### src/dpm_pkg.sv
package dpm_pkg;

    // ------------------------------------------------------------
    // clock and address geometry
    // ------------------------------------------------------------
    localparam int CLK_MHZ = 200;
    localparam int ROW_W = 9;
    localparam int COL_W = 10;
    localparam int ADDR_W = 10;
    localparam int TMR_W = 8;
    localparam int REF_W = 16;
    localparam int INIT_CYCLES = 8;
    localparam int REF_ROWS = 512;

    // ------------------------------------------------------------
    // strobe timing in ns, refresh period in us, one speed grade
    // ------------------------------------------------------------
    localparam int T_RP_NS = 60;
    localparam int T_RAS_NS = 70;
    localparam int T_RAH_NS = 10;
    localparam int T_RCD_NS = 20;
    localparam int T_CAS_NS = 25;
    localparam int T_CP_NS = 10;
    localparam int T_CPA_NS = 53;
    localparam int T_CSR_NS = 0;
    localparam int T_RWL_NS = 22;
    localparam int T_ASC_NS = 0;
    localparam int T_PWRUP_NS = 200000;
    localparam int T_REF_PERIOD_US = 64000;

    // least time: round up, never below one cycle
    function automatic int ns2cyc(input int ns);
        int c;
        c = (ns * CLK_MHZ + 999) / 1000;
        return (c < 1) ? 1 : c;
    endfunction

    // longest time: round down; the power-up pause is a least time and rounds up
    localparam int REF_IVL_NS = (T_REF_PERIOD_US * 1000) / REF_ROWS;
    localparam int REF_IVL_CYC = (REF_IVL_NS * CLK_MHZ) / 1000;
    localparam int PWRUP_CYC = ns2cyc(T_PWRUP_NS);

    // wait loads: a state lasts load+1 cycles
    localparam int ACC_CAS_CYC = (ns2cyc(T_CAS_NS) > ns2cyc(T_RAS_NS) - ns2cyc(T_RCD_NS)) ?
        ns2cyc(T_CAS_NS) : ns2cyc(T_RAS_NS) - ns2cyc(T_RCD_NS);
    localparam int PG_CAS_CYC = (ns2cyc(T_CAS_NS) > ns2cyc(T_CPA_NS) - ns2cyc(T_CP_NS)) ?
        ns2cyc(T_CAS_NS) : ns2cyc(T_CPA_NS) - ns2cyc(T_CP_NS);
    localparam logic [TMR_W-1:0] W_RP = TMR_W'(ns2cyc(T_RP_NS) - 1);
    localparam logic [TMR_W-1:0] W_RAS = TMR_W'(ns2cyc(T_RAS_NS) - 1);
    localparam logic [TMR_W-1:0] W_RAH = TMR_W'(ns2cyc(T_RAH_NS) - 1);
    localparam logic [TMR_W-1:0] W_COL = TMR_W'(ns2cyc(T_RCD_NS) - ns2cyc(T_RAH_NS) - 1);
    localparam logic [TMR_W-1:0] W_ACC = TMR_W'(ACC_CAS_CYC - 1);
    localparam logic [TMR_W-1:0] W_PG = TMR_W'(PG_CAS_CYC - 1);
    localparam logic [TMR_W-1:0] W_CP = TMR_W'(ns2cyc(T_CP_NS) - 1);
    localparam logic [TMR_W-1:0] W_CSR = TMR_W'(ns2cyc(T_CSR_NS) - 1);
    localparam logic [TMR_W-1:0] W_RWL = TMR_W'(ns2cyc(T_RWL_NS) - 1);
    localparam logic [TMR_W-1:0] W_ASC = TMR_W'(ns2cyc(T_ASC_NS) - 1);

    // ------------------------------------------------------------
    // types
    // ------------------------------------------------------------
    typedef enum logic [1:0] {
        OP_READ = 2'h0,
        OP_WRITE = 2'h1,
        OP_RMW = 2'h2
    } dpm_op_type;

    typedef enum logic [13:0] {
        ST_RESET = 14'h0001,
        ST_PWRUP = 14'h0002,
        ST_IDLE = 14'h0004,
        ST_ROW = 14'h0008,
        ST_COL = 14'h0010,
        ST_CAS = 14'h0020,
        ST_WE = 14'h0040,
        ST_OPEN = 14'h0080,
        ST_PAGE = 14'h0100,
        ST_PRECHG = 14'h0200,
        ST_CBR_CAS = 14'h0400,
        ST_CBR_RAS = 14'h0800,
        ST_HID_PRE = 14'h1000,
        ST_HID_RAS = 14'h2000
    } dpm_state_type;

    typedef struct packed {
        dpm_op_type op;
        logic [ROW_W-1:0] row;
        logic [COL_W-1:0] col;
        logic wdata;
    } dpm_req_type;

    typedef struct packed {
        logic ras_n;
        logic cas_n;
        logic we_n;
        logic [ADDR_W-1:0] addr;
        logic din;
    } dpm_pins_type;

    localparam dpm_pins_type PINS_RST = '{ras_n: 1'h1, cas_n: 1'h1, we_n: 1'h1,
                                          addr: '0, din: 1'h0};

endpackage

### src/dpm_ctrl.sv
`timescale 1ns/1ps
`default_nettype none

module dpm_ctrl
    import dpm_pkg::*;
#(
    parameter int PWRUP_CYCLES = dpm_pkg::PWRUP_CYC,
    parameter int REFRESH_CYCLES = dpm_pkg::REF_IVL_CYC
) (
    // clock and reset
    input wire logic clk_sys_i,
    input wire logic rstn_i,
    // user request
    input wire logic req_valid_i,
    input wire dpm_pkg::dpm_req_type req_i,
    output logic req_ready_o,
    // user answer
    output logic rvalid_o,
    output logic rdata_o,
    output logic init_done_o,
    // memory pins
    output dpm_pkg::dpm_pins_type pins_o,
    input wire logic dout_i
);

    import dpm_pkg::*;

    // ------------------------------------------------------------
    // state
    // ------------------------------------------------------------
    dpm_state_type state_q, state_d;
    dpm_pins_type pins_q, pins_d;
    dpm_req_type req_q, req_d;
    logic ready_q, ready_d;
    logic rvalid_q, rvalid_d;
    logic rdata_q, rdata_d;
    logic due_q, due_d;
    logic init_done_q, init_done_d;
    logic [3:0] init_cnt_q, init_cnt_d;
    logic page_q, page_d;
    logic pend_q, pend_d;
    logic tmr_load, tmr_done;
    logic [TMR_W-1:0] tmr_val;
    logic ref_load, ref_done;
    logic [REF_W-1:0] ref_val;
    logic page_hit;

    // strobe spacing timer
    dpm_wait #(.W(TMR_W)) u_tmr (
        .clk_sys_i(clk_sys_i),
        .rstn_i(rstn_i),
        .load_i(tmr_load),
        .value_i(tmr_val),
        .done_o(tmr_done)
    );

    // power-up pause, then refresh interval
    dpm_wait #(.W(REF_W)) u_ref (
        .clk_sys_i(clk_sys_i),
        .rstn_i(rstn_i),
        .load_i(ref_load),
        .value_i(ref_val),
        .done_o(ref_done)
    );

    // a page column only for reads in the open row, never when refresh waits
    assign page_hit = (req_i.op == OP_READ) && (req_i.row == req_q.row) && !due_q;

    // ------------------------------------------------------------
    // sequencer
    // ------------------------------------------------------------
    // next-state logic for strobes, timers and refresh bookkeeping
    always_comb begin
        state_d = state_q;
        pins_d = pins_q;
        req_d = req_q;
        rvalid_d = 1'h0;
        rdata_d = rdata_q;
        due_d = due_q;
        init_done_d = init_done_q;
        init_cnt_d = init_cnt_q;
        page_d = page_q;
        pend_d = pend_q;
        tmr_load = 1'h0;
        tmr_val = '0;
        ref_load = 1'h0;
        ref_val = REF_W'(REFRESH_CYCLES - 1);
        case (state_q)
            ST_RESET: begin
                // strobes stay high through the whole pause
                ref_load = 1'h1;
                ref_val = REF_W'(PWRUP_CYCLES - 1);
                state_d = ST_PWRUP;
            end
            ST_PWRUP: begin
                if (ref_done) begin
                    state_d = ST_IDLE;
                end
            end
            ST_IDLE: begin
                // a due refresh goes before a request: in idle, ready is held low while refresh is due
                if (req_valid_i && ready_q) begin
                    req_d = req_i;
                    page_d = 1'h0;
                    pins_d.ras_n = 1'h0;
                    pins_d.addr = {1'h0, req_i.row}; // row latched, column high
                    state_d = ST_ROW;
                    tmr_load = 1'h1;
                    tmr_val = W_RAH;
                end else if (due_q || !init_done_q) begin
                    pins_d.cas_n = 1'h0; // column strobe leads
                    state_d = ST_CBR_CAS;
                    tmr_load = 1'h1;
                    tmr_val = W_CSR;
                end
            end
            ST_ROW: begin
                if (tmr_done) begin
                    pins_d.addr = req_q.col;
                    if (req_q.op == OP_WRITE) begin
                        pins_d.we_n = 1'h0; // early write, before column strobe
                        pins_d.din = req_q.wdata;
                    end
                    state_d = ST_COL;
                    tmr_load = 1'h1;
                    tmr_val = W_COL;
                end
            end
            ST_COL: begin
                if (tmr_done) begin
                    pins_d.cas_n = 1'h0;
                    state_d = ST_CAS;
                    tmr_load = 1'h1;
                    tmr_val = page_q ? W_PG : W_ACC;
                end
            end
            ST_CAS: begin
                if (tmr_done) begin
                    if (req_q.op != OP_WRITE) begin
                        rvalid_d = 1'h1;
                        rdata_d = dout_i;
                    end
                    tmr_load = 1'h1;
                    if (req_q.op == OP_RMW) begin
                        // data is sampled on this same edge, so the enable falls after it
                        pins_d.we_n = 1'h0;
                        pins_d.din = req_q.wdata;
                        state_d = ST_WE;
                        tmr_val = W_RWL;
                    end else if (req_q.op == OP_READ && due_q) begin
                        pins_d.ras_n = 1'h1; // column stays low
                        state_d = ST_HID_PRE;
                        tmr_val = W_RP;
                    end else if (req_q.op == OP_READ) begin
                        pins_d.cas_n = 1'h1; // row stays open
                        state_d = ST_OPEN;
                        tmr_val = W_CP;
                    end else begin
                        pins_d = PINS_RST;
                        state_d = ST_PRECHG;
                        tmr_val = W_RP;
                    end
                end
            end
            ST_WE: begin
                if (tmr_done) begin
                    pins_d = PINS_RST;
                    state_d = ST_PRECHG;
                    tmr_load = 1'h1;
                    tmr_val = W_RP;
                end
            end
            ST_OPEN: begin
                if (tmr_done) begin
                    state_d = ST_PAGE;
                end
            end
            ST_PAGE: begin
                // any offered request is taken; a miss waits for the precharge
                tmr_load = 1'h1;
                if (req_valid_i) begin
                    req_d = req_i;
                end
                if (req_valid_i && page_hit) begin
                    pins_d.addr = req_i.col; // new column, same row
                    page_d = 1'h1;
                    state_d = ST_COL;
                    tmr_val = W_ASC;
                end else begin
                    pend_d = req_valid_i;
                    pins_d = PINS_RST;
                    state_d = ST_PRECHG;
                    tmr_val = W_RP;
                end
            end
            ST_PRECHG: begin
                if (tmr_done && pend_q) begin
                    pend_d = 1'h0;
                    page_d = 1'h0;
                    pins_d.ras_n = 1'h0;
                    pins_d.addr = {1'h0, req_q.row};
                    state_d = ST_ROW;
                    tmr_load = 1'h1;
                    tmr_val = W_RAH;
                end else if (tmr_done) begin
                    state_d = ST_IDLE; // standby
                end
            end
            ST_CBR_CAS: begin
                if (tmr_done) begin
                    pins_d.ras_n = 1'h0; // no row address needed
                    state_d = ST_CBR_RAS;
                    tmr_load = 1'h1;
                    tmr_val = W_RAS;
                end
            end
            ST_HID_PRE: begin
                if (tmr_done) begin
                    pins_d.ras_n = 1'h0; // device supplies the row
                    state_d = ST_HID_RAS;
                    tmr_load = 1'h1;
                    tmr_val = W_RAS;
                end
            end
            ST_CBR_RAS, ST_HID_RAS: begin
                if (tmr_done) begin
                    pins_d = PINS_RST;
                    state_d = ST_PRECHG;
                    tmr_load = 1'h1;
                    tmr_val = W_RP;
                    if (!init_done_q) begin
                        init_cnt_d = init_cnt_q + 4'h1;
                        if (init_cnt_q == 4'(INIT_CYCLES - 1)) begin
                            init_done_d = 1'h1;
                            ref_load = 1'h1;
                        end
                    end else begin
                        due_d = 1'h0; // one row per interval
                    end
                end
            end
            default: begin
                state_d = ST_RESET;
                pins_d = PINS_RST;
            end
        endcase
        // interval tick restarts itself; set wins over the clear above
        if (ref_done && init_done_q) begin
            ref_load = 1'h1;
            ref_val = REF_W'(REFRESH_CYCLES - 1);
            due_d = 1'h1;
        end
        ready_d = (state_d == ST_IDLE && init_done_d && !due_d) || state_d == ST_PAGE;
    end

    // registers only
    always_ff @(posedge clk_sys_i or negedge rstn_i) begin
        if (!rstn_i) begin
            state_q <= ST_RESET;
            pins_q <= PINS_RST;
            req_q <= '0;
            ready_q <= 1'h0;
            rvalid_q <= 1'h0;
            rdata_q <= 1'h0;
            due_q <= 1'h0;
            init_done_q <= 1'h0;
            init_cnt_q <= '0;
            page_q <= 1'h0;
            pend_q <= 1'h0;
        end else begin
            state_q <= state_d;
            pins_q <= pins_d;
            req_q <= req_d;
            ready_q <= ready_d;
            rvalid_q <= rvalid_d;
            rdata_q <= rdata_d;
            due_q <= due_d;
            init_done_q <= init_done_d;
            init_cnt_q <= init_cnt_d;
            page_q <= page_d;
            pend_q <= pend_d;
        end
    end

    assign pins_o = pins_q;
    assign req_ready_o = ready_q;
    assign rvalid_o = rvalid_q;
    assign rdata_o = rdata_q;
    assign init_done_o = init_done_q;
endmodule // dpm_ctrl

`default_nettype wire

### src/dpm_wait.sv
`timescale 1ns/1ps
`default_nettype none

// ------------------------------------------------------------
// down counter: load a value, done once it reaches zero
// ------------------------------------------------------------
module dpm_wait #(
    parameter int W = 8
) (
    // clock and reset
    input wire logic clk_sys_i,
    input wire logic rstn_i,
    // control
    input wire logic load_i,
    input wire logic [W-1:0] value_i,
    // status
    output logic done_o
);

    logic [W-1:0] count_q;
    logic [W-1:0] count_d;

    // load wins; otherwise count down and park at zero
    always_comb begin
        count_d = count_q;
        if (load_i) begin
            count_d = value_i;
        end else if (count_q != '0) begin
            count_d = count_q - W'(1);
        end
    end

    always_ff @(posedge clk_sys_i or negedge rstn_i) begin
        if (!rstn_i) begin
            count_q <= '0;
        end else begin
            count_q <= count_d;
        end
    end

    assign done_o = (count_q == '0);

endmodule // dpm_wait

`default_nettype wire

### config.mk
export PLATFORM = sky130hd
export DESIGN_NAME = dpm_ctrl
export DESIGN_NICKNAME = d
export VERILOG_FILES = /design/src/dpm_pkg.sv /design/src/dpm_ctrl.sv /design/src/dpm_wait.sv
export SDC_FILE = /design/constraint.sdc
export NUM_CORES = 1
export LEC_CHECK = 0
export ABC_AREA = 0
export BUFFER_PORTS_ARGS = -buffer_cell sky130_fd_sc_hd__buf_2
export CORE_UTILIZATION = 44
export DETAILED_ROUTE_END_ITERATION = 8
export PLACE_DENSITY = 0.63
export SLEW_MARGIN = 20
export SYNTH_ARGS = -nofsm -noshare
export SYNTH_HDL_FRONTEND = slang
export SYNTH_SLANG_ARGS = --single-unit
### constraint.sdc
create_clock -name clk_sys_i -period 3.6 [get_ports clk_sys_i]
set_input_delay 0.54 -clock clk_sys_i [delete_from_list [all_inputs] [get_ports clk_sys_i]]
set_output_delay 0.54 -clock clk_sys_i [all_outputs]
set_load 0.02 [all_outputs]
==> key figures <==
Clock tree
  • Clock buffer count from CTS: 9
  • Clk_lat worst skew: 350 ps
  • Clk slew on worst S/H paths: 60 ps
  • Post-CTS Resized: 0
  • Post-CTS setup buffer count: 0
  • H-tree levels: 3
  • CTS sink cnt: 85
  • Max clock buf depth: 2
  • Cts hold-fix bufs: 0
  • TritonCTS clock tree: yes
  • Root buf cell: clkbuf_16

Finish
  • Area of the multi-input gates: 2740 µm²
  • Share of post-route cells with drive strength above 1: 22.9%
  • Net count of the finished layout: 602
  • Final std cells w/o fill: 717
  • N_diodes: 0
  • Fin util: 52.7%
  • Sequential cell area: 2130 µm²
  • FILL cells: 963
  • Area delta synth->final: 15.0%

Placed design
  • Hpwl dp: 9880 µm
  • Gp weighted congestion: 0.937
  • Port bufs: 43
  • DP Cell Count: 701

Status
  • Status: finished clean

Synth
  • Seq cells post-synth: 85
  • Post-synthesis instance total: 528
  • Synth top area share: 40.3%
  • Synthesized area per cell: 9.54 µm²
  • Prevailing post-synth register cell: dfrtp_1
  • Area contributors post-synth: dfrtp_1, mux2_2, nand2_1
  • Synth warn: 0
  • Synth unique cells: 65
  • Sequential share of the synthesized area: 42.3%
  • Post-synth EDFFs: 0
  • Post-synth ARST share: 100%
  • Mapped cell area: 5030 µm²
  • Post-synthesis net count: 558
  • Area leader, netlist: dfrtp_1

Timing
  • Final Slew Violations: 0
  • Headroom to the max-slew limit: 31.4%
  • Setup TNS: 0 ps
  • Hold Vio Cnt, Final: 0
  • Peak Freq: 0.322 GHz
  • Worst Clk Skew: 4.96 ps
  • Final Setup Violations: 0
  • Period Utilization, post-route: 86.3%
  • Worst-margin pin slew: 1020 ps
  • RSZ-0062 raised after global routing: false
  • Min cycle time layout: 3110 ps

Setup path
  • Critical Path Start Type: flop
  • WP data arrival: 3340 ps
  • Cell Chain, Critical Path: or4_1, nor4_1, a221o_1, nor3_2, mux2_2
  • Crit-path leading delay family: simple AND/OR/NAND/NOR gates
  • Levels on crit path: 5
  • Worst path required time: 3830 ps
  • Worst-path maximum fanout: 15
  • CP Buf/Inv Count: 0
  • CP Capture Type: flop
  • CP peak stage delay: 850 ps
  • Critical path class: reg2reg
  • Slowest CP cell: nor3_2
  • Reg2reg path depth: 5

Routing
  • Final ANT Viol Nets: 0
  • DRC violations left: 0
  • Via-to-Cell Ratio: 6.06
  • Mean routed wirelength per cell: 19.1 µm
  • First-pass DRT Iterations: 5
  • Vias: 4342
  • Initial DRC count: 230
  • Total Routed Length: 13700 µm

Floorplanning
  • Rows: 38
  • Core area: 11000 µm²
  • Top Ports: 44
  • Die area: 11900 µm²
  • Die height: 109 µm
  • Initial Util: 45.8%
  • Die W: 109 µm

Global route
  • Busiest grt layer: met2
  • Antenna violations before repair: 1
  • M3 GR Usage: 4.96%
  • GR Util met1: 33.9%
  • Vias in the first global route: 4306
  • GRT Overall Usage: 25.2%
  • GRT overflow: 0
  • First-pass GRT wire length: 22600 µm
  • Largest net degree at the start of global routing: 47
  • GRT met2 Usage: 38.4%

Run
  • Max Cap Viol: 0

Pwr
  • Peak supply drop: 0.237 mV
  • Pwr/cell area: 352 nW/µm²
  • Pwr Total: 2.04 mW
  • Lkg Pwr: 2.77 nW

Worst hold path
  • Type of the worst min-delay path: in2async
-- state kept, by name, indices dropped and copies added, names as in the netlist, 4 cells and up --
signal and flops:
u_ref.count_q 16, init_cnt_q 4, u_tmr.count_q 8, state_q 14
req_q 22, pins_o 14
-- power breakdown --
group          total [mW]  internal [mW]  switching [mW]
Sequential          0.955          0.955      0.00000164
Combinational      0.0468         0.0158          0.0310
Clock                1.03          0.631           0.402
-- final cells by class --
class                      count  share of cell area, %
multi-input combinational    400                   47.3
timing repair buffer          62                   6.22
tap                          140                   3.03
clock buffer                  10                   4.13
clock inverter                 6                   1.62
inverter                      14                  0.908
sequential                    85                   36.8
-- through the flow --
step | instance area, µm² | setup slack, ps | hold slack [ps]
final | 5790 | 494 | 184
after global routing | 5790 | 245 | 236
after CTS | 5790 | 503 | 206
after detailed placement | 5460 | 521 | 467
after global placement | 5460 | 599 | 457
after floorplan | 5030 | 971 | 244
-- cell families (layout without fill, tap and decap cells) --
| kind of cell | count (synthesis) | after routing | share of synthesized area (%) |
|---|---|---|---|
| and+or+nand+nor | 227 | 227 | 25.4 |
| AOI/OAI and AO/OA | 98 | 98 | 13.7 |
| DFF | 85 | 85 | 42.3 |
| buffers and inverters | 43 | 92 | 3.43 |
| muxes | 39 | 39 | 8.60 |
| xor gates and xnor gates | 32 | 32 | 5.57 |
| adders and majority gates | 4 | 4 | 0.994 |
-- worst paths after layout --
path                             from          end  slack [ps]
min reg2reg                pins_o[11]   pins_o[11]         470
min                            rstn_i  state_q[11]         180
max                        state_q[0]    pins_o[1]         490
max reg2reg                state_q[0]    pins_o[1]         490
min in group clk_sys_i         dout_i      rdata_o         420
max in group asynchronous      rstn_i   pins_o[11]        2650
-- synthesized netlist by cell type (6+ instances only) --
cell,instances
o21ai_0,17
dfrtp_1,81
xnor2_1,22
nand4_1,11
nand3_1,11
nor4_1,23
and4_1,7
nor2_1,38
clkbuf_1,17
a222oi_1,7
nand2_1,56
inv_1,14
mux2_2,33
nor2b_1,8
nand2b_1,6
xor2_1,10
a21oi_1,24
buf_2,9
or4_1,11
nor3_1,15
-- layout by cell type (no fill, tap or decap), types with 14 or more instances in the layout --
master    n
dfrtp_1  81
mux2_2   33
o21ai_0  17
xnor2_1  22
a21oi_1  24
buf_4    20
nor4_1   22
nor2_1   38
nor3_1   15
nand2_1  56
inv_1    14
buf_2    42
-- layer usage --
| layer | vias up | share of wire [%] |
|---|---|---|
| li1 | 2050 | - |
| met1 | 2120 | 44 |
| met2 | 137 | 46 |
| met3 | 33 | 6.0 |
| met4 | 2 | 3.6 |
| met5 | - | 0.095 |
(Power assumes the default switching activity.)
